--- src/design/tmc_defs.svh ---
// register offsets, field positions, reset values and counts for the timer0 mode and clock control
`ifndef TMC_DEFS_SVH
`define TMC_DEFS_SVH
`define TMC_ADDR_GEN_CTRL 8'h43
`define TMC_ADDR_CTRL_A 8'h44
`define TMC_ADDR_CTRL_B 8'h45
`define TMC_ADDR_FLAGS 8'h35
`define TMC_ADDR_IRQ_MASK 8'h6e
`define TMC_RST_BYTE 8'h00
`define TMC_BIT_FORCE_A 7
`define TMC_BIT_FORCE_B 6
`define TMC_BIT_WAVE_HIGH 3
`define TMC_BIT_SYNC_HOLD 7
`define TMC_BIT_ASYNC_RST 1
`define TMC_BIT_SYNC_RST 0
`define TMC_BIT_OVF 0
`define TMC_BIT_CMP_A 1
`define TMC_BIT_CMP_B 2
`define TMC_CTRL_A_MASK 8'hf3
`define TMC_CTRL_B_MASK 8'h0f
`define TMC_GEN_MASK 8'h83
`define TMC_IRQ_MASK_BITS 8'h07
`define TMC_MAX_VALUE 8'hff
`define TMC_BOTTOM_VALUE 8'h00
`define TMC_PRESCALE_WIDTH 10
`endif

--- src/design/tmc_pkg.sv ---
// types for the timer0 mode and clock control
package tmc_pkg;
    typedef enum logic [2:0] {
        TMC_WAVE_NORMAL = 3'h0,
        TMC_WAVE_PC_FULL = 3'h1,
        TMC_WAVE_CTC = 3'h2,
        TMC_WAVE_FAST_FULL = 3'h3,
        TMC_WAVE_RSVD4 = 3'h4,
        TMC_WAVE_PC_CMPA = 3'h5,
        TMC_WAVE_RSVD6 = 3'h6,
        TMC_WAVE_FAST_CMPA = 3'h7
    } tmc_wave_mode_t;
    typedef enum logic [3:0] {
        TMC_TOP_FIXED = 4'h1,
        TMC_TOP_CMPA = 4'h2,
        TMC_TOP_NONE = 4'h4,
        TMC_TOP_UNUSED = 4'h8
    } tmc_top_src_t;
    typedef enum logic [2:0] {
        TMC_UPD_IMMEDIATE = 3'h1,
        TMC_UPD_AT_TOP = 3'h2,
        TMC_UPD_AT_BOTTOM = 3'h4
    } tmc_update_t;
    typedef enum logic [3:0] {
        TMC_OVF_AT_MAX = 4'h1,
        TMC_OVF_AT_BOTTOM = 4'h2,
        TMC_OVF_AT_TOP = 4'h4,
        TMC_OVF_NEVER = 4'h8
    } tmc_ovf_t;
    typedef struct packed {
        tmc_top_src_t top_src;
        tmc_update_t update_point;
        tmc_ovf_t ovf_point;
        logic is_pwm;
        logic phase_correct;
    } tmc_mode_info_t;
    typedef struct packed {
        logic wr;
        logic rd;
        logic [7:0] addr;
        logic [7:0] wdata;
    } tmc_bus_req_t;
    typedef struct packed {
        logic compare_b;
        logic compare_a;
        logic overflow;
    } tmc_events_t;
endpackage : tmc_pkg

--- src/design/tmc_timer0_ctrl.sv ---
// timer0 waveform mode decode, force strobes, clock select, prescaler control and interrupt requests
`timescale 1ns/1ps
`include "tmc_defs.svh"

// Summary of operation
// - waveform mode is high bit of control b over two low bits of control a.
// - mode 0 counts to 0xff, updates compares immediately, overflow flag at 0xff.
// - modes 1 and 5 top 0xff or compare a, latch at top, overflow at bottom.
// - mode 2 top compare a, immediate update, overflow when count passes 0xff.
// - modes 3 and 7 top 0xff or compare a, latch at bottom, overflow max or top.
// - force bit in non-pwm mode gives an immediate match at that channel's generator.
// - force ignored in pwm; it sets no flag and never clears the counter.
// - force bits are unstored strobes and always read as zero.
// - clock select 0 stops; 1 to 5 pick io clock over 1,8,64,256,1024.
// - codes 6 and 7 count external pin falling or rising edges, synchronously sampled.
// - external pin edges count even while that pin is driven as an output.
// - interrupt requested when enable bit, global enable and matching flag are set.
// - while sync hold set, both prescaler reset bits hold and resets stay asserted.
// - clearing sync hold clears the sync reset bit; the async one clears only outside async mode or once async reset is done.
// - async prescaler reset self-clears, in async mode waits for async completion, never clears under hold.
// - sync prescaler reset clears the shared prescaler, self-clears unless hold is set.
// - each flag clears on vector execution or writing one; writing zero keeps it.
module tmc_timer0_ctrl #(
    parameter int PRESCALE_WIDTH = `TMC_PRESCALE_WIDTH
) (
    input wire logic mclk_in,
    input wire logic sys_rst_in,
    input wire logic bus_wr_in,
    input wire logic bus_rd_in,
    input wire logic [7:0] bus_addr_in,
    input wire logic [7:0] bus_wdata_in,
    input wire logic global_irq_enable_in,
    input wire logic external_count_pin_in,
    input wire logic async_reset_done_in,
    input wire logic async_mode_in,
    input wire tmc_pkg::tmc_events_t events_in,
    input wire tmc_pkg::tmc_events_t vector_ack_in,
    output logic [7:0] bus_rdata_out,
    output logic [2:0] wave_mode_out,
    output tmc_pkg::tmc_mode_info_t mode_info_out,
    output logic [1:0] compare_out_mode_a_out,
    output logic [1:0] compare_out_mode_b_out,
    output logic force_compare_a_out,
    output logic force_compare_b_out,
    output logic count_enable_out,
    output logic sync_prescaler_reset_out,
    output logic async_prescaler_reset_out,
    output tmc_pkg::tmc_events_t flags_out,
    output tmc_pkg::tmc_events_t irq_req_out
);

    ////////////////////////////////////////////////////////////////////////////
    // register state
    logic [7:0] timer0_control_a;
    logic [7:0] timer0_control_b;
    logic [7:0] timer0_interrupt_mask;
    logic sync_hold_mode;
    logic async_prescaler_reset;
    logic sync_prescaler_reset;
    tmc_pkg::tmc_events_t flags;
    logic [PRESCALE_WIDTH-1:0] prescale_count;
    logic [2:0] pin_sync;
    logic pin_level;

    ////////////////////////////////////////////////////////////////////////////
    // address decode
    wire wr_ctrl_a = bus_wr_in && (bus_addr_in == `TMC_ADDR_CTRL_A);
    wire wr_ctrl_b = bus_wr_in && (bus_addr_in == `TMC_ADDR_CTRL_B);
    wire wr_mask = bus_wr_in && (bus_addr_in == `TMC_ADDR_IRQ_MASK);
    wire wr_gen = bus_wr_in && (bus_addr_in == `TMC_ADDR_GEN_CTRL);
    wire wr_flags = bus_wr_in && (bus_addr_in == `TMC_ADDR_FLAGS);

    ////////////////////////////////////////////////////////////////////////////
    // waveform mode decode
    wire wave_mode_high_bit = timer0_control_b[`TMC_BIT_WAVE_HIGH];
    wire wave_mode_bit1 = timer0_control_a[1];
    wire wave_mode_bit0 = timer0_control_a[0];
    wire [2:0] next_wave_mode = {wave_mode_high_bit, wave_mode_bit1, wave_mode_bit0};
    tmc_pkg::tmc_mode_info_t next_mode_info;

    always_comb begin
        next_mode_info.is_pwm = 1'b1;
        next_mode_info.phase_correct = 1'b0;
        next_mode_info.top_src = tmc_pkg::TMC_TOP_NONE;
        next_mode_info.update_point = tmc_pkg::TMC_UPD_IMMEDIATE;
        next_mode_info.ovf_point = tmc_pkg::TMC_OVF_NEVER;
        case (tmc_pkg::tmc_wave_mode_t'(next_wave_mode))
            tmc_pkg::TMC_WAVE_NORMAL: begin
                next_mode_info.is_pwm = 1'b0;
                next_mode_info.top_src = tmc_pkg::TMC_TOP_FIXED;
                next_mode_info.ovf_point = tmc_pkg::TMC_OVF_AT_MAX;
            end
            tmc_pkg::TMC_WAVE_PC_FULL, tmc_pkg::TMC_WAVE_PC_CMPA: begin
                next_mode_info.phase_correct = 1'b1;
                next_mode_info.top_src = next_wave_mode[2] ? tmc_pkg::TMC_TOP_CMPA : tmc_pkg::TMC_TOP_FIXED;
                next_mode_info.update_point = tmc_pkg::TMC_UPD_AT_TOP;
                next_mode_info.ovf_point = tmc_pkg::TMC_OVF_AT_BOTTOM;
            end
            tmc_pkg::TMC_WAVE_CTC: begin
                next_mode_info.is_pwm = 1'b0;
                next_mode_info.top_src = tmc_pkg::TMC_TOP_CMPA;
                next_mode_info.ovf_point = tmc_pkg::TMC_OVF_AT_MAX;
            end
            tmc_pkg::TMC_WAVE_FAST_FULL: begin
                next_mode_info.top_src = tmc_pkg::TMC_TOP_FIXED;
                next_mode_info.update_point = tmc_pkg::TMC_UPD_AT_BOTTOM;
                next_mode_info.ovf_point = tmc_pkg::TMC_OVF_AT_MAX;
            end
            tmc_pkg::TMC_WAVE_FAST_CMPA: begin
                next_mode_info.top_src = tmc_pkg::TMC_TOP_CMPA;
                next_mode_info.update_point = tmc_pkg::TMC_UPD_AT_BOTTOM;
                next_mode_info.ovf_point = tmc_pkg::TMC_OVF_AT_TOP;
            end
            default: begin
                // reserved codes: treated as pwm so force strobes stay inert
                next_mode_info.top_src = tmc_pkg::TMC_TOP_NONE;
            end
        endcase
    end

    ////////////////////////////////////////////////////////////////////////////
    // force strobes, only honoured in non-pwm modes
    wire next_force_a = wr_ctrl_b && bus_wdata_in[`TMC_BIT_FORCE_A] && !next_mode_info.is_pwm;
    wire next_force_b = wr_ctrl_b && bus_wdata_in[`TMC_BIT_FORCE_B] && !next_mode_info.is_pwm;

    ////////////////////////////////////////////////////////////////////////////
    // prescaler and clock select
    wire [2:0] clock_select = timer0_control_b[2:0];
    wire [PRESCALE_WIDTH-1:0] next_prescale = prescale_count + {{(PRESCALE_WIDTH-1){1'b0}}, 1'b1};
    // a tap fires when all its low bits roll over, giving one pulse per period
    wire tap_8 = &prescale_count[2:0];
    wire tap_64 = &prescale_count[5:0];
    wire tap_256 = &prescale_count[7:0];
    wire tap_1024 = &prescale_count[9:0];
    wire pin_rise = pin_level == 1'b0 && pin_sync[2:1] == 2'b11;
    wire pin_fall = pin_level == 1'b1 && pin_sync[2:1] == 2'b00;
    logic next_count_enable;

    always_comb begin
        case (clock_select)
            3'h0: next_count_enable = 1'b0;
            3'h1: next_count_enable = 1'b1;
            3'h2: next_count_enable = tap_8;
            3'h3: next_count_enable = tap_64;
            3'h4: next_count_enable = tap_256;
            3'h5: next_count_enable = tap_1024;
            3'h6: next_count_enable = pin_fall;
            3'h7: next_count_enable = pin_rise;
            default: next_count_enable = 1'b0;
        endcase
    end

    // prescaled codes also halt while the shared prescaler is held in reset
    wire prescaled_sel = clock_select != 3'h0 && clock_select < 3'h6;
    wire count_gate = next_count_enable && !(prescaled_sel && sync_prescaler_reset);

    ////////////////////////////////////////////////////////////////////////////
    // general control next values
    logic next_sync_hold;
    logic next_async_reset;
    logic next_sync_reset;

    always_comb begin
        next_sync_hold = sync_hold_mode;
        next_async_reset = async_prescaler_reset;
        next_sync_reset = sync_prescaler_reset;
        if (wr_gen) begin
            next_sync_hold = bus_wdata_in[`TMC_BIT_SYNC_HOLD];
            next_async_reset = async_prescaler_reset | bus_wdata_in[`TMC_BIT_ASYNC_RST];
            next_sync_reset = sync_prescaler_reset | bus_wdata_in[`TMC_BIT_SYNC_RST];
        end
        if (!next_sync_hold) begin
            // self-clear once the reset has acted; hold mode blocks it
            next_sync_reset = 1'b0;
            if (!async_mode_in || async_reset_done_in) begin
                next_async_reset = 1'b0;
            end
        end
    end

    ////////////////////////////////////////////////////////////////////////////
    // flags: a set in the same cycle as a clear wins
    tmc_pkg::tmc_events_t flag_clear;
    assign flag_clear = (wr_flags ? bus_wdata_in[2:0] : 3'h0) | vector_ack_in;
    wire [2:0] next_flags = events_in | (flags & ~flag_clear);
    wire [2:0] next_irq = next_flags & timer0_interrupt_mask[2:0] & {3{global_irq_enable_in}};

    ////////////////////////////////////////////////////////////////////////////
    // read mux, force bits never stored so they read as zero
    logic [7:0] next_rdata;

    always_comb begin
        next_rdata = 8'h00;
        if (bus_rd_in) begin
            case (bus_addr_in)
                `TMC_ADDR_CTRL_A: next_rdata = timer0_control_a;
                `TMC_ADDR_CTRL_B: next_rdata = timer0_control_b;
                `TMC_ADDR_IRQ_MASK: next_rdata = timer0_interrupt_mask;
                `TMC_ADDR_GEN_CTRL: next_rdata = {sync_hold_mode, 5'h00, async_prescaler_reset, sync_prescaler_reset};
                `TMC_ADDR_FLAGS: next_rdata = {5'h00, flags};
                default: next_rdata = 8'h00;
            endcase
        end
    end

    ////////////////////////////////////////////////////////////////////////////
    // registers
    always_ff @(posedge mclk_in or posedge sys_rst_in) begin
        if (sys_rst_in) begin
            timer0_control_a <= `TMC_RST_BYTE;
            timer0_control_b <= `TMC_RST_BYTE;
            timer0_interrupt_mask <= `TMC_RST_BYTE;
        end else begin
            if (wr_ctrl_a) timer0_control_a <= bus_wdata_in & `TMC_CTRL_A_MASK;
            if (wr_ctrl_b) timer0_control_b <= bus_wdata_in & `TMC_CTRL_B_MASK;
            if (wr_mask) timer0_interrupt_mask <= bus_wdata_in & `TMC_IRQ_MASK_BITS;
        end
    end

    always_ff @(posedge mclk_in or posedge sys_rst_in) begin
        if (sys_rst_in) begin
            sync_hold_mode <= 1'b0;
            async_prescaler_reset <= 1'b0;
            sync_prescaler_reset <= 1'b0;
            flags <= 3'h0;
        end else begin
            sync_hold_mode <= next_sync_hold;
            async_prescaler_reset <= next_async_reset;
            sync_prescaler_reset <= next_sync_reset;
            flags <= next_flags;
        end
    end

    // free counter shared by timers 0 and 1, cleared by the sync reset
    always_ff @(posedge mclk_in or posedge sys_rst_in) begin
        if (sys_rst_in) begin
            prescale_count <= '0;
        end else if (sync_prescaler_reset || (wr_gen && bus_wdata_in[`TMC_BIT_SYNC_RST])) begin
            prescale_count <= '0;
        end else begin
            prescale_count <= next_prescale;
        end
    end

    // pin sampled regardless of its port direction
    always_ff @(posedge mclk_in or posedge sys_rst_in) begin
        if (sys_rst_in) begin
            pin_sync <= 3'h0;
            pin_level <= 1'b0;
        end else begin
            pin_sync <= {pin_sync[1:0], external_count_pin_in};
            if (pin_sync[2] == pin_sync[1]) pin_level <= pin_sync[2];
        end
    end

    always_ff @(posedge mclk_in or posedge sys_rst_in) begin
        if (sys_rst_in) begin
            bus_rdata_out <= 8'h00;
            wave_mode_out <= 3'h0;
            mode_info_out <= '0;
            compare_out_mode_a_out <= 2'h0;
            compare_out_mode_b_out <= 2'h0;
            force_compare_a_out <= 1'b0;
            force_compare_b_out <= 1'b0;
            count_enable_out <= 1'b0;
            sync_prescaler_reset_out <= 1'b0;
            async_prescaler_reset_out <= 1'b0;
            flags_out <= 3'h0;
            irq_req_out <= 3'h0;
        end else begin
            bus_rdata_out <= next_rdata;
            wave_mode_out <= next_wave_mode;
            mode_info_out <= next_mode_info;
            compare_out_mode_a_out <= timer0_control_a[7:6];
            compare_out_mode_b_out <= timer0_control_a[5:4];
            force_compare_a_out <= next_force_a;
            force_compare_b_out <= next_force_b;
            count_enable_out <= count_gate;
            sync_prescaler_reset_out <= next_sync_reset || (wr_gen && bus_wdata_in[`TMC_BIT_SYNC_RST]);
            async_prescaler_reset_out <= next_async_reset || (wr_gen && bus_wdata_in[`TMC_BIT_ASYNC_RST]);
            flags_out <= next_flags;
            irq_req_out <= next_irq;
        end
    end

endmodule : tmc_timer0_ctrl

--- config.mk ---
export PLATFORM = sky130hd
export DESIGN_NAME = tmc_timer0_ctrl
export DESIGN_NICKNAME = d
export VERILOG_FILES = /design/src/design/tmc_pkg.sv /design/src/design/tmc_timer0_ctrl.sv
export VERILOG_INCLUDE_DIRS = /design/src /design/src/design
export SDC_FILE = /design/constraint.sdc
export NUM_CORES = 1
export LEC_CHECK = 0
export ABC_AREA = 1
export BUFFER_PORTS_ARGS = -buffer_cell sky130_fd_sc_hd__buf_4
export CAP_MARGIN = 20
export CORE_AREA = 2 2 74 90
export CTS_CLUSTER_SIZE = 40
export DETAILED_ROUTE_END_ITERATION = 6
export DIE_AREA = 0 0 76 92
export MAX_ROUTING_LAYER = met4
export PLACE_DENSITY = 0.78
export SYNTH_ARGS = -nofsm -noshare
export SYNTH_HDL_FRONTEND = slang
export SYNTH_SLANG_ARGS = --single-unit
--- constraint.sdc ---
create_clock -name mclk_in -period 2 [get_ports mclk_in]
set_input_delay 0.4 -clock mclk_in [delete_from_list [all_inputs] [get_ports mclk_in]]
set_output_delay 0.4 -clock mclk_in [all_outputs]
set_load 0.1 [all_outputs]
# Word-level counts from Yosys, hierarchy flattened
# Index checks and enable logic that the tools add are counted.
# W data, S select, Z words.
word_totals:
  rom_bits: 0
  output_inout_bits: 39
  latch_bits: 0
  mem_count: 0
  inputBits: 30
  wordCells: 112
  reg_bits: 69
  ramBits: 0
classes:
  n_bitwise: 9
  n_div: 0
  mux: 17
  n_lt_le_gt_ge: 1
  n_eq_ne: 19
  reduce_logical: 36
  addsub: 1
  shifts: 0
  n_mul: 0
ops:
  columns: ["cell", "n"]
  rows:
  - ["$pmux W8 S5", 1]
  - ["$eq A8 B7 Y1 const B", 4]
  - ["$eq A3 B3 Y1 const B", 6]
  - ["$logic_and A1 B1 Y1", 16]
  - ["$eq A3 B2 Y1 const B", 4]
  - ["$pmux W4 S3", 1]
  - ["$add A10 B1 Y10 const B", 1]
  - ["$mux W10", 1]
  - ["$reduce_and A10 Y1", 1]
  - ["$reduce_or A2 Y1", 5]
  - ["$and A3 B3 Y3", 3]
  - ["$pmux W3 S3", 1]
  - ["$eq A8 B6 Y1 const B", 1]
  - ["$mux W1", 8]
  - ["$mux W8", 1]
  - ["$pmux W1 S8", 1]
  - ["$reduce_and A8 Y1", 1]
  - ["$eq A3 B1 Y1 const B", 2]
  - ["$logic_not A3 Y1", 2]
  - ["$or A3 B3 Y3", 2]
  - ["$pmux W3 S2", 1]
  - ["$reduce_and A6 Y1", 1]
  - ["$logic_or A1 B1 Y1", 4]
  - ["$lt A3 B3 Y1 const B", 1]
  - ["12 further kinds", 14]

# Logic depth before layout (Yosys ltp)
# Gate-level depths: netlist of run 1.
logic_depth:
  word_depth: 9
  depth_mapped: 9
  mapped_depth_nobuf: 9

# Worst setup path before layout of run 1
# OpenSTA, ideal clock, no wires.
synth_timing:
  kind: "flip-flop to output port"
  start: "register mode_info_out[11] (netlist bit)"
  end: "output mode_info_out[11] (netlist bit)"
  setup_slack_ps: 276
  required_ps: 1600
  path_buffers: 1
  arrival_ps: 1324
  stages_incl_launch_ff: 2
  path_cell_list: "dfrtp_1 > buf_4"
synth_rtl:
  columns: ["element", "line", "rtl"]
  rows:
  - ["start: declaration", "tmc_timer0_ctrl.sv:40", "output tmc_pkg::tmc_mode_info_t mode_info_out,"]
  - ["start signal: assignment", "tmc_timer0_ctrl.sv:273", "mode_info_out <= next_mode_info;"]
# No word-level cell between the ends.

# Worst setup path in the final report of run 1
layout_timing:
  start: "register prescale_count[0]"
  end: "register count_enable_out"
layout_between:
  elab_chain_len: 3
  word_cells_on_any_way: 6
  cone_classes: "mux (1); reduce/logical (5)"
layout_lines:
  columns: ["element", "line", "rtl"]
  rows:
  - ["start: declaration", "tmc_timer0_ctrl.sv:61", "logic [PRESCALE_WIDTH-1:0] prescale_count;"]
  - ["start signal: assignment", "tmc_timer0_ctrl.sv:241", "prescale_count <= next_prescale;"]
  - ["$reduce_and A10 Y1 (tied with other cells)", "tmc_timer0_ctrl.sv:134", "wire tap_1024 = &prescale_count[9:0];"]
  - ["$pmux W1 S8 *", "tmc_timer0_ctrl.sv:140", "case (clock_select)"]
  - ["$logic_and A1 B1 Y1 *", "tmc_timer0_ctrl.sv:155", "wire count_gate = next_count_enable && !(prescaled_sel && sync_prescaler_reset);"]
  - ["via count_gate", "tmc_timer0_ctrl.sv:155", null]
  - ["end signal: assignment", "tmc_timer0_ctrl.sv:278", "count_enable_out <= count_gate;"]
  - ["end: declaration", "tmc_timer0_ctrl.sv:45", "output logic count_enable_out,"]
# The timed path passes the listed nets; every way through them passes the cells marked *.
# A chain may end at the register's enable or synchronous reset.

==> summary by stage, run 1 <==
Outcome
The run finished with clean final reports.

Critical path
STA puts the critical path data required time at roughly 2.3 ns. The classification of the worst setup path is flip-flop to flip-flop. The worst setup path is captured at a flip-flop. The reg-to-reg endpoint is count_enable_out. The master of the slowest instance on the critical path is sky130_fd_sc_hd__dfrtp_1. Tracing the worst setup path back leads to its startpoint at prescale_count[0]. In this design, the largest share of critical-path delay is due to simple AND/OR/NAND/NOR gates. At the worst endpoint, the arrival time is 1.77 ns.

The beginning of the worst register-to-register path is prescale_count[0]. Across all register-to-register paths, the minimum setup slack is 0.50 ns. STA classifies the critical path startpoint as a flip-flop.

Along the worst path, the maximum fanout reaches 4. Traced cell by cell, the critical path runs through ha_1, nand3_1, nor2_1, nand2_1, o21a_1, nor2_1. The critical path's largest stage delay is approximately 0.4 ns.

Counting stages on the worst path, the most repeated cell is sky130_fd_sc_hd__nor2_1. Together, buffers and inverters on the worst path number 0. Measured in cells, the most critical reg-to-reg path has a length of 6.

Route
The count of nets left with antenna violations once routing finished came out at 0. After detailed routing, the average wire length per cell comes to 12.1 um. The via count of the routed design is around 2,200. For this block, the routed nets add up to 5710 um of wire. In the routed layout, each cell is associated on average with a via count of approximately 4.7. The first detailed-routing pass took 5 iterations. The number of DRC markers after the initial detailed-route iteration is 86. In the routed design, unresolved DRC markers number 0.

Clocking
The number of cells upsized or downsized after cts is 0. CTS placed an instance of sky130_fd_sc_hd__clkbuf_8 at the clock tree root. CTS built an H-tree with a depth of 3. The hold-fix buffer count after cts is 0.

The TritonCTS sink count is 66. The number of buffers created by CTS is 9. The clock reaches the later pin of the worst-skew pair after between 0.3 and 0.4 ns. TritonCTS built the clock tree. Clock-pin slew was measured on the worst setup and hold paths at approximately 0.07 ns.

The longest clock path from root to sink contains 2 buffers. The buffer count from post-CTS setup fixing is 0.

Finish
0 antenna diodes ended up in the layout. The fraction of layout cells with a size suffix above 1 is between 30% and 40%. After routing the design area is ~3700 sq um.

The fill cell instance count of the final layout is between 500 and 600. Leaving out fill and tap cells, the most frequent cells in the layout are 69 x sky130_fd_sc_hd__buf_4, 66 x sky130_fd_sc_hd__dfrtp_1, 63 x sky130_fd_sc_hd__nand2_1. The number of nets at the end of the flow is around 420. The most frequent standard cell in the layout excluding fill and tap cells is sky130_fd_sc_hd__buf_4. The area growth from synthesis to layout is 30.0%.

Synthesis
Dividing the synthesized area by the synthesized cell count gives between 9 and 10 sq um. The number of enable-type register cells in the synthesized netlist is 0. sky130_fd_sc_hd__dfrtp_1 takes more of the synthesized area than any other cell. When the netlist entered floorplanning its net count stood at between 300 and 400.

After synthesis, the share of flip-flops with an asynchronous set or reset is between 90% and 100%. Ranked by total cell area, the synthesized netlist is headed by sky130_fd_sc_hd__dfrtp_1 57%, sky130_fd_sc_hd__nand2_1 8.2%, sky130_fd_sc_hd__inv_1 5.7%. The area share of the largest cell type after synthesis is between 50% and 60%.

The number of library cell types mapped by synthesis is 29. The synthesized flop and latch total is 66. The total number of yosys warnings is 0. The cell count after synthesis came out at 307.

The proportion of synthesized chip area in sequential cells is 57.3%. The top flip-flop cell by instance count after synthesis is sky130_fd_sc_hd__dfrtp_1. The post-synthesis instance area is 2880 sq um.

Global routing
The leftover overflow at the end of global routing is 0. The first global-routing pass estimated between 9000 and 10,000 um of wire. The initial antenna violation count is 0.

The largest net degree at the start of global routing is 30. The number of global-route vias before repair is approximately 2,200. Global routing used between 15 and 20% of the available tracks across all layers.

Power
Registers are responsible for between 40% and 50% of the overall power. The portion of total power attributed to combinational logic is 22.6%. The total leakage power is approximately 0.0020 uW. In this run the power density over the cells is 1050 nW/um^2. The power consumption is 3920 uW. The analysis attributes to net switching a power of 1230 uW. The net switching share of the total power is about a third.

The cell-internal power is between 2000 and 3000 uW. The clock network burns 37.2% of the power. Across the VDD grid, the largest voltage drop is between 0.5 and 0.6 mV.

Floorplan
After floorplanning, the core was sized to cover 6210 sq um. From bottom edge to top edge, the die measures ~90 um. The width of the die is 76 um. The die covers around 7000 sq um.

In this run the count of I/O pins placed on the die edge is 69. The cell row count is 32. The initial standard-cell utilization of the core is 46.4%.

STA
On the final layout, the worst hold slack is between 0.1 and 0.15 ns. The part of the cycle the worst path needs is 75.0%. The clock skew is between 0.005 and 0.006 ns. The total count of hold-check failures in the final report was 0. Timing would allow up to between 0.6 and 0.7 GHz. Setup repair after global routing left no endpoint under its margin.

The sum of negative setup slack is 0 ns. Subtracting the final worst setup slack from the clock period gives 1.50 ns. The minimum setup slack in the final design is 0.500 ns. The max-slew violation count was 0. The headroom to the max-slew limit is between 50% and 60%. The actual slew at the worst max-slew pin is between 0.6 and 0.7 ns. The final number of setup-violating endpoints is 0.

Hold path
The path class of the tightest hold or removal check is input port to asynchronous set/reset pin.

Placement
The half-perimeter wire length after detailed placement is between 4000 and 5000 um. The routability congestion estimate is around 0.88. The setup slack after placement is around 0.40 ns. The count of buffers added on input and output ports is 67. After detailed placement, the total cell area comes to 3480 sq um.

Run
The count of max-cap constraint violations is 0.
==> power by group through the flow <==
stage                     combinational [uW]  clock, uW  sequential [uW]
final                                    885       1460             1580
after global routing                     966       1540             1600
after CTS                                893       1490             1580
after detailed placement                 887          0             1600
after global placement                   869          0             1600
after floorplan                          397          0             1870
==> cells in the mapped netlist, types with 2 or more instances <==
cell type and count:
sky130_fd_sc_hd__nand2_1 63, sky130_fd_sc_hd__ha_1 4, sky130_fd_sc_hd__o21bai_1 2, sky130_fd_sc_hd__inv_1 44
sky130_fd_sc_hd__xor2_1 4, sky130_fd_sc_hd__buf_4 3, sky130_fd_sc_hd__a21oi_1 8, sky130_fd_sc_hd__nor2_4 2
sky130_fd_sc_hd__nor2_1 28, sky130_fd_sc_hd__o21ai_0 11, sky130_fd_sc_hd__o21ai_1 3, sky130_fd_sc_hd__o21ai_2 4
sky130_fd_sc_hd__o21a_1 6, sky130_fd_sc_hd__inv_2 5, sky130_fd_sc_hd__nor2_8 2, sky130_fd_sc_hd__nand3_1 19
sky130_fd_sc_hd__nor3_1 2, sky130_fd_sc_hd__dfrtp_1 66, sky130_fd_sc_hd__nor2_2 15, sky130_fd_sc_hd__nand2_2 7
==> registers in the layout, indices dropped and copies added (netlist names), 3 cells and up <==
register and cells:
pin_sync 3, bus_rdata_out 8, prescale_count 10, timer0_control_a 6
timer0_control_b 4, mode_info_out 10, flags_out 3, wave_mode_out 3
timer0_interrupt_mask 3, irq_req_out 3
==> stage by stage <==
stage | utilization (%) | cells
after floorplan | - | 307
after global placement | 56.1 | 457
after detailed placement | 56.1 | 457
after CTS | 60.4 | 473
after global routing | 60.4 | 473
final | 60.4 | 473
==> worst max-delay path by stage <==
stage | endpoint | slack [ns] | cells after the start
after global placement | sync_prescaler_reset_out | 0.44 | 10
after floorplan | mode_info_out[11] | 0.28 | 1
after global routing | count_enable_out | 0.31 | 6
after CTS | count_enable_out | 0.47 | 6
after detailed placement | sync_prescaler_reset_out | 0.40 | 10
final | count_enable_out | 0.50 | 6
==> logic make-up (layout without fill, tap and decap cells) <==
family                     count (synthesis)  count (layout)  synth area share [%]
DFF                                       66              66                  57.3
xor gates and xnor gates                   4               4                  1.22
buffers and inverters                     54             135                  8.08
and+or+nand+nor                          143             143                  24.2
AOI/OAI and AO/OA                         35              35                  7.34
other                                      1               1                 0.130
adders and majority gates                  4               4                  1.74
==> metal layers <==
layer / up-vias / GRT usage (%) / part of all wire, %
met3: 11 / 2.85 / 4.9
li1: 1097 / - / -
met2: 75 / 30.7 / 51
met1: 1024 / 22.0 / 42
met5: - / - / 0
met4: 0 / 9.70 / 2.2
==> cell type report <==
type	instances	area, sq um	share of cell area, %
clock buffer	9	124	3.31
multi-input combinational	187	997	26.6
sequential	66	1650	44.1
inverter	49	188	5.01
timing repair buffer	70	538	14.4
tap	85	106	2.84
clock inverter	7	141	3.77
No activity file was read; power rests on OpenSTA's default activity.
==> inputs of run 2 (changes only) <==
clock period = 1.31 ns   (was 2 ns; I/O delays follow)
==> run 2 against run 1 <==
Clock skew increased by 0.0015 ns. Design area increased by 3.6%. Die area unchanged. The run now ends with negative hold slack left. Largest power group unchanged. Critical path depth decreased by 5. Final cell count increased by 3.0%. Highest routed layer unchanged. Flip-flop and latch count unchanged. Hold slack got worse by 0.14 ns. Utilization increased by 2.2 points. Sequential power increased by 53%.
==> summary by stage, run 2 (synthesized netlist as in run 1, its figures left out) <==
Placement
The total instance count after detailed placement is 470 (was 457). The count of input and output buffers is 67 (unchanged). The routability congestion estimate is 0.879 (about the same). The half-perimeter wire length after detailed placement was 4310 um (was 4390 um).

Critical path
The critical path launch point type was a flip-flop (unchanged). The required time reported for the critical path endpoint is 1.05 ns (was 2.27 ns). The maximum fanout count along the critical path is 3 (was 4). The number of buffers and inverters on the critical path is 1 (was 0). The dominant delay contributor by cell family on the critical path is flip-flops (was simple AND/OR/NAND/NOR gates). The classification of the worst setup path is flip-flop to primary output (was flip-flop to flip-flop).

The arrival time of the worst setup path was 1.01 ns (was 1.77 ns). Crit-path cells: buf_4 (was ha_1, nand3_1, nor2_1, nand2_1, o21a_1, nor2_1). The master of the slowest instance on the critical path is sky130_fd_sc_hd__dfrtp_2 (was sky130_fd_sc_hd__dfrtp_1). The critical path's largest stage delay is 0.38 ns (was 0.41 ns). The category of the worst setup path capture point is a primary output (was flip-flop).

Finish
The most frequent standard cell in the layout excluding fill and tap cells is sky130_fd_sc_hd__buf_4 (unchanged). The number of nets at the end of the flow is 431 (was 417). The fraction of layout cells with a size suffix above 1 came to 37.6% (was 32.5%). The layout overhead on the synthesized area is 34.7% (was 30.0%). The number of antenna diodes is 0 (unchanged).

Registers with the highest flip-flop counts: mode_info_out: 10 flops, prescale_count: 10 flops, bus_rdata_out: 8 flops (unchanged). The final standard cell count with taps included and fillers excluded was 487 (was 473). Highest-count cells in the layout ignoring fill and taps: 81 x sky130_fd_sc_hd__buf_4, 62 x sky130_fd_sc_hd__nand2_1, 61 x sky130_fd_sc_hd__dfrtp_1 (was 69 x sky130_fd_sc_hd__buf_4, 66 x sky130_fd_sc_hd__dfrtp_1, 63 x sky130_fd_sc_hd__nand2_1).

Power
The power consumption was 5870 uW (was 3920 uW). The power density over cell area is 1510 nW/um^2 (was 1050 nW/um^2). The total leakage power was 0.00204 uW (was 0.00198 uW). The peak supply drop was 0.869 mV (was 0.564 mV).

Clocking
The register clock-pin slew on the reported worst setup and hold paths came to 0.06 ns (was 0.07 ns). The maximum level of the CTS H-tree is 3 (unchanged). The clock tree from TritonCTS is yes (unchanged). The number of buffers created by CTS is 9 (unchanged). The clock tree buffer depth came to 2 (unchanged). The hold-fix buffer count after cts is 0 (unchanged). The root cell of the clock tree is sky130_fd_sc_hd__clkbuf_8 (unchanged).

The clock insertion delay at the later pin of the skew report came to 0.34 ns (about the same). The TritonCTS sink count is 66 (unchanged).

STA
The part of the cycle the worst path needs is 97.3%. The max-slew violation count came to 0 (unchanged). Setup repair after global routing missed its margin: true (was false). The worst hold slack is -0.0113 ns (was 0.129 ns). The total count of hold-check failures in the final report is 7 (was 0).

The final critical path time including I/O delays and setup is approximately 1.3 ns. Static timing analysis puts the maximum clock frequency at just under 0.8 GHz. The final number of setup-violating endpoints is 0 (unchanged).

The clock skew is 0.00714 ns (was 0.00564 ns).

Floorplan
The cell row count is 32 (unchanged). The die outline area came to 6990 sq um (unchanged). The width of the die came to 76 um (unchanged).

The placeable core area is 6210 sq um (unchanged). The floorplan die height came to 92 um (unchanged). The number of top-level design ports came to 69 (unchanged).

The initial standard-cell utilization of the core is 46.4% (unchanged).

Route
The number of design rule violations left after detail routing is 0 (unchanged). The average routed wire per standard cell was 11.9 um (was 12.1 um). The per-cell via count in the routed design is 4.64 (was 4.67).

The number of DRC markers after the initial detailed-route iteration came to 83 (was 86). The final wirelength came to 5810 um (was 5710 um). The number of detailed-routing iterations run before antenna repair is 5 (unchanged). The number of nets still failing antenna checks after routing is 0 (unchanged). The via count of the routed design was 2,259 (was 2,207).

Global routing
The largest net degree at the start of global routing was 67 (was 30). The number of global-route vias before repair is 2,298 (was 2,219). The leftover overflow at the end of global routing came to 0 (unchanged).

The global-route total usage across every layer came to 18.5% (about the same). The wire length of the first global-routing pass came to 9750 um (was 9850 um). The initial antenna violation count was 0 (unchanged).

Hold path
The worst min-delay path class is input port to asynchronous set/reset pin (unchanged).

Outcome
The final reports fail on negative hold slack. Result of the run: finished, violations left (was complete, no violations).

Run
The count of max-cap constraint violations is 0 (unchanged).
==> run 2: where the power goes <==
group / switching (uW) / total [uW] / leakage [uW] / internal, uW
clock network: 757 / 1980 / 0.000119 / 1220
logic: 995 / 1470 / 0.00113 / 472
registers: 165 / 2420 / 0.000797 / 2250
==> run 2: worst paths after layout <==
check,start,end,slack [ns],cells past startpoint
setup / recovery,flags_out[0],flags_out[0],0.04,1
hold / removal,sys_rst_in,bus_rdata_out[5],-0.01,3
setup reg to reg,prescale_count[0],count_enable_out,0.06,6
hold reg to reg,pin_sync[0],pin_sync[1],0.37,0
max in group asynchronous,sys_rst_in,mode_info_out[3],1.01,3
min in group mclk_in,external_count_pin_in,pin_sync[0],0.02,1
==> run 2: area by class of cell <==
cell class,count,area [sq um]
multi-input cells,187,1020
fillers,511,2320
well taps,85,106
clock buffers,12,165
flip-flops and latches,66,1660
inverters,49,188
repair buffers,84,668
clock inverters,4,72.6
==> run 2: through the flow <==
step | setup TNS [ns] | hold slack [ns] | worst slack [ns] | utilization [%] | cell area, sq um
5_1_grt | -0.0307 | 0.0134 | -0.0182 | 62.6 | 3880
3_5_place_dp | -0.171 | 0.352 | -0.0430 | 58.2 | 3610
2_1_floorplan | 0 | 0.293 | 0.0112 | - | 2890
6_report | 0 | -0.0113 | 0.0359 | 62.6 | 3880
3_3_place_gp | -0.0276 | 0.356 | -0.0276 | 58.2 | 3610
4_1_cts | 0 | 0.00496 | 0.0115 | 62.2 | 3860
==> run 2: timing repair <==
action | CTS | global route
buffers inserted | 0 | 1
resized for setup | 4 | 3
pin swaps | 1 | 3
endpoints found under the setup margin | 3 | 5
==> run 2: metal layers <==
layer / wire length [um] / vias up / track usage [%]
met5: 0 / - / -
met4: 172 / 0 / 11.1
met3: 266 / 14 / 3.25
met2: 2930 / 76 / 31.0
met1: 2440 / 1046 / 20.9
li1: - / 1123 / -
==> inputs of run 3 (changes only) <==
ABC_AREA = not set   (was 1)
CORE_AREA = 2 2 73 89   (was 2 2 74 90)
DIE_AREA = 0 0 75 91   (was 0 0 76 92)
PLACE_DENSITY = 0.77   (was 0.78)
==> run 3 against run 2 <==
The flow finishes with violations (negative setup slack). Final cell count fell by 13%. Clock skew fell by 0.0012 ns. Flip-flop and latch count did not move. Critical path depth rose by 5. Register-to-register slack got worse by 0.12 ns. Global-route usage rose by 2.8 points. Clock-buffer cell count fell by 3. Non-clock buffer count rose by 26. Hold slack improved by 0.026 ns. Area after synthesis fell by 6.1%. Critical endpoint is now sync_prescaler_reset_out. Largest cell class unchanged. Highest routed layer unchanged.
==> summary by stage, run 3 <==
Placement
The half-perimeter wire length after detailed placement was 4520 um (was 4310 um). The count of input and output buffers came to 67 (unchanged). The routability congestion estimate came to 0.846 (was 0.879).

Critical path
The reg-to-reg endpoint is count_enable_out (unchanged). The minimum setup slack among reg-to-reg paths is -0.06 ns (was 0.06 ns). The depth of the most critical reg-to-reg path was 6 (unchanged). The category of the worst setup path capture point is a flip-flop (was primary output). The maximum fanout count along the critical path is 3 (unchanged). The beginning of the worst register-to-register path is prescale_count[1] (was prescale_count[0]).

The required time reported for the critical path endpoint is 1.54 ns (was 1.05 ns). The critical path launch point type is an input port (was flip-flop). The arrival time of the worst setup path is 1.81 ns (was 1.01 ns). The classification of the worst setup path is input port to flip-flop (was flip-flop to primary output).

Floorplan
The die outline area is 6830 sq um (was 6990 sq um). The cell row count came to 31 (was 32). The placeable core area was 5930 sq um (was 6210 sq um). The initial standard-cell utilization of the core is 45.6% (was 46.4%). The number of top-level design ports is 69 (unchanged). The floorplan die height is 91 um (was 92 um). The width of the die was 75 um (was 76 um).

Synthesis
The area share of the largest cell type after synthesis is 61.0% (was 57.3%). The area share of fa/ha/maj cells after synthesis came to 1.85% (was 1.74%). The proportion of synthesized chip area in sequential cells is 61.0% (was 57.3%).

The xor/xnor share of the synthesized area is 2.27% (was 1.22%). The most frequent cell after synthesis is sky130_fd_sc_hd__dfrtp_1 (unchanged). The basic-gate share of the synthesized area counting and, or, nand and nor cells is 17.5% (was 24.2%). Most frequent cells after synthesis: 66 x sky130_fd_sc_hd__dfrtp_1, 18 x sky130_fd_sc_hd__nor2_1, 17 x sky130_fd_sc_hd__inv_1 (was 66 x sky130_fd_sc_hd__dfrtp_1, 63 x sky130_fd_sc_hd__nand2_1, 44 x sky130_fd_sc_hd__inv_1). The cell count after synthesis is 224 (was 307).

The area fraction in compound gates after synthesis is 7.54% (was 7.34%). The synthesized flop and latch total is 66 (unchanged). The library cell occupying the most area in the post-synthesis netlist is sky130_fd_sc_hd__dfrtp_1 (unchanged). The top flip-flop cell by instance count after synthesis is sky130_fd_sc_hd__dfrtp_1 (unchanged). The total number of yosys warnings is 0 (unchanged). The share of async-settable or async-resettable flops after synthesis is 100% (unchanged). The main combinational cell family by area after synthesis is simple AND/OR/NAND/NOR gates (unchanged). The number of library cell types mapped by synthesis is 46 (was 29). The mux contribution to synthesized area is 5.36% (was 0%).

Largest cells by area after synthesis: sky130_fd_sc_hd__dfrtp_1 61%, sky130_fd_sc_hd__mux2_2 5.0%, sky130_fd_sc_hd__nor2_1 2.5% (was sky130_fd_sc_hd__dfrtp_1 57%, sky130_fd_sc_hd__nand2_1 8.2%, sky130_fd_sc_hd__inv_1 5.7%). The post-synthesis instance area was 2710 sq um (was 2880 sq um). The number of enable-type register cells in the synthesized netlist is 0 (unchanged).

The post-synthesis area per instance came to 12.1 sq um (was 9.39 sq um). The net count of the mapped netlist is 258 (was 341).

Finish
The multi-input gate area in the final layout is 1160 sq um (was 1020 sq um). Registers with the highest flip-flop counts: mode_info_out: 10 flops, prescale_count: 10 flops, bus_rdata_out: 8 flops (unchanged). The number of nets at the end of the flow is 373 (was 431).

The fraction of layout cells with a size suffix above 1 was 52.9% (was 37.6%). The most frequent standard cell in the layout excluding fill and tap cells is sky130_fd_sc_hd__buf_4 (unchanged). The share of the core filled with cells came to 68.5% (was 62.6%). The combined flip-flop and latch cell area is 1660 sq um (about the same). Highest-count cells in the layout ignoring fill and taps: 99 x sky130_fd_sc_hd__buf_4, 60 x sky130_fd_sc_hd__dfrtp_1, 16 x sky130_fd_sc_hd__inv_1, 16 x sky130_fd_sc_hd__nor2_1, 12 x sky130_fd_sc_hd__mux2_2 (was 81 x sky130_fd_sc_hd__buf_4, 62 x sky130_fd_sc_hd__nand2_1, 61 x sky130_fd_sc_hd__dfrtp_1). The number of antenna diodes is 0 (unchanged). The fill cell instance count of the final layout came to 427 (was 511). The layout overhead on the synthesized area came to 50.2% (was 34.7%).

Power
The peak supply drop is 0.612 mV (was 0.869 mV). The power density over cell area is 1290 nW/um^2 (was 1510 nW/um^2). The total leakage power is 0.00197 uW (was 0.00204 uW). The power consumption came to 5230 uW (was 5870 uW).

Route
The number of design rule violations left after detail routing is 0 (unchanged). The via count of the routed design is 2,200 (was 2,259). The average routed wire per standard cell was 16.1 um (was 11.9 um). The per-cell via count in the routed design is 5.16 (was 4.64). The number of nets still failing antenna checks after routing was 0 (unchanged).

The number of DRC markers after the initial detailed-route iteration came to 140 (was 83). The final wirelength is 6840 um (was 5810 um). The number of detailed-routing iterations run before antenna repair came to 4 (was 5).

Clocking
The clock insertion delay at the later pin of the skew report is 0.34 ns (about the same). The clock tree buffer depth is 2 (unchanged). The clock tree from TritonCTS is yes (unchanged). The number of buffers created by CTS is 9 (unchanged). The maximum level of the CTS H-tree is 3 (unchanged). The hold-fix buffer count after cts was 0 (unchanged).

The root cell of the clock tree is sky130_fd_sc_hd__clkbuf_8 (unchanged). The register clock-pin slew on the reported worst setup and hold paths is 0.07 ns (was 0.06 ns). The TritonCTS sink count is 66 (unchanged).

STA
The peak clock frequency supported by timing is 0.633 GHz (was 0.785 GHz). The final number of setup-violating endpoints is 18 (was 0). The worst hold slack is 0.0144 ns (was -0.0113 ns). The minimum setup slack in the final design was -0.269 ns (was 0.0359 ns).

The final critical path time including I/O delays and setup is 1.58 ns (was 1.27 ns). The clock skew is 0.00596 ns (was 0.00714 ns). The part of the cycle the worst path needs is 121% (was 97.3%). The max-slew violation count is 0 (unchanged). The total count of hold-check failures in the final report is 0 (was 7).

Setup repair after global routing missed its margin: true (unchanged).

Global routing
The initial antenna violation count was 0 (unchanged). The global-route total usage across every layer is 21.3% (was 18.5%). The number of global-route vias before repair came to 2,270 (was 2,298). The leftover overflow at the end of global routing is 0 (unchanged). The largest net degree at the start of global routing is 67 (unchanged). The wire length of the first global-routing pass is 10,500 um (was 9750 um).

Run
The count of max-cap constraint violations was 0 (unchanged).

Hold path
The worst min-delay path class is input port to asynchronous set/reset pin (unchanged).

Outcome
Result of the run: finished, violations left (unchanged). Failing checks: negative setup slack (was negative hold slack).
-- run 3: final cells by class --
class                      count  share of cell area, %
clock inverter                 7                   1.72
tap                           82                   2.52
clock buffer                   9                   3.05
sequential                    66                   40.8
inverter                      17                   1.66
multi-input combinational    135                   28.7
timing repair buffer         110                   21.6
-- run 3: through the flow --
| stage | setup slack (ns) | instance area (sq um) | TNS [ns] | std cells |
|---|---|---|---|---|
| 2_1_floorplan | -0.600 | 2750 | -11.31 | 224 |
| 3_3_place_gp | -0.573 | 3550 | -18.30 | 398 |
| 3_5_place_dp | -0.618 | 3550 | -19.95 | 398 |
| 4_1_cts | -0.226 | 3900 | -1.84 | 419 |
| 5_1_grt | -0.293 | 4060 | -3.15 | 426 |
| 6_report | -0.269 | 4060 | -2.03 | 426 |
-- run 3: worst max path at each step --
stage                         from  cells past startpoint  slack [ns]                        to
floorplan           bus_addr_in[7]                      7       -0.60  sync_prescaler_reset_out
global placement    bus_addr_in[5]                      6       -0.57  sync_prescaler_reset_out
detailed placement  bus_addr_in[5]                      6       -0.62  sync_prescaler_reset_out
CTS                 bus_addr_in[5]                      6       -0.23  sync_prescaler_reset_out
global route        bus_addr_in[5]                      6       -0.29  sync_prescaler_reset_out
finish              bus_addr_in[5]                      6       -0.27  sync_prescaler_reset_out
-- run 3: kinds of logic after synthesis --
logic type,count (synthesis)
adders and majority gates,4
muxes,13
AOI/OAI and AO/OA,30
and+or+nand+nor,79
other,1
xor gates and xnor gates,7
DFF,66
buffers and inverters,24
-- run 3: power breakdown --
group          internal [uW]  switching (uW)  leakage (uW)  total [uW]
sequential              2220             180      0.000854        2400
combinational            444             733       0.00102        1180
clock                    873             783     0.0000990        1660
-- run 3: per-layer routing --
metal	vias up	global-route usage, %	wire length, um
met2	71	36.1	3800
met4	0	11.2	142
met5	-	-	0
met3	16	4.00	345
li1	1013	-	-
met1	1100	23.0	2560
-- run 3: worst max-delay path: stages --
cell                      delay (ns)
sky130_fd_sc_hd__buf_6          0.09
sky130_fd_sc_hd__or4b_4         0.53
sky130_fd_sc_hd__or3_4          0.40
sky130_fd_sc_hd__mux2i_2        0.21
sky130_fd_sc_hd__inv_1          0.10
sky130_fd_sc_hd__a32o_1         0.21
-- run 3: repair_timing --
| action | 4_1_cts | 5_1_grt |
|---|---|---|
| gates cloned | 1 | 0 |
| gates resized for setup | 25 | 25 |
| endpoints found under the hold margin | 0 | 0 |
| setup buffers | 4 | 8 |
| setup endpoints to repair | 38 | 36 |
| pin swaps | 9 | 23 |
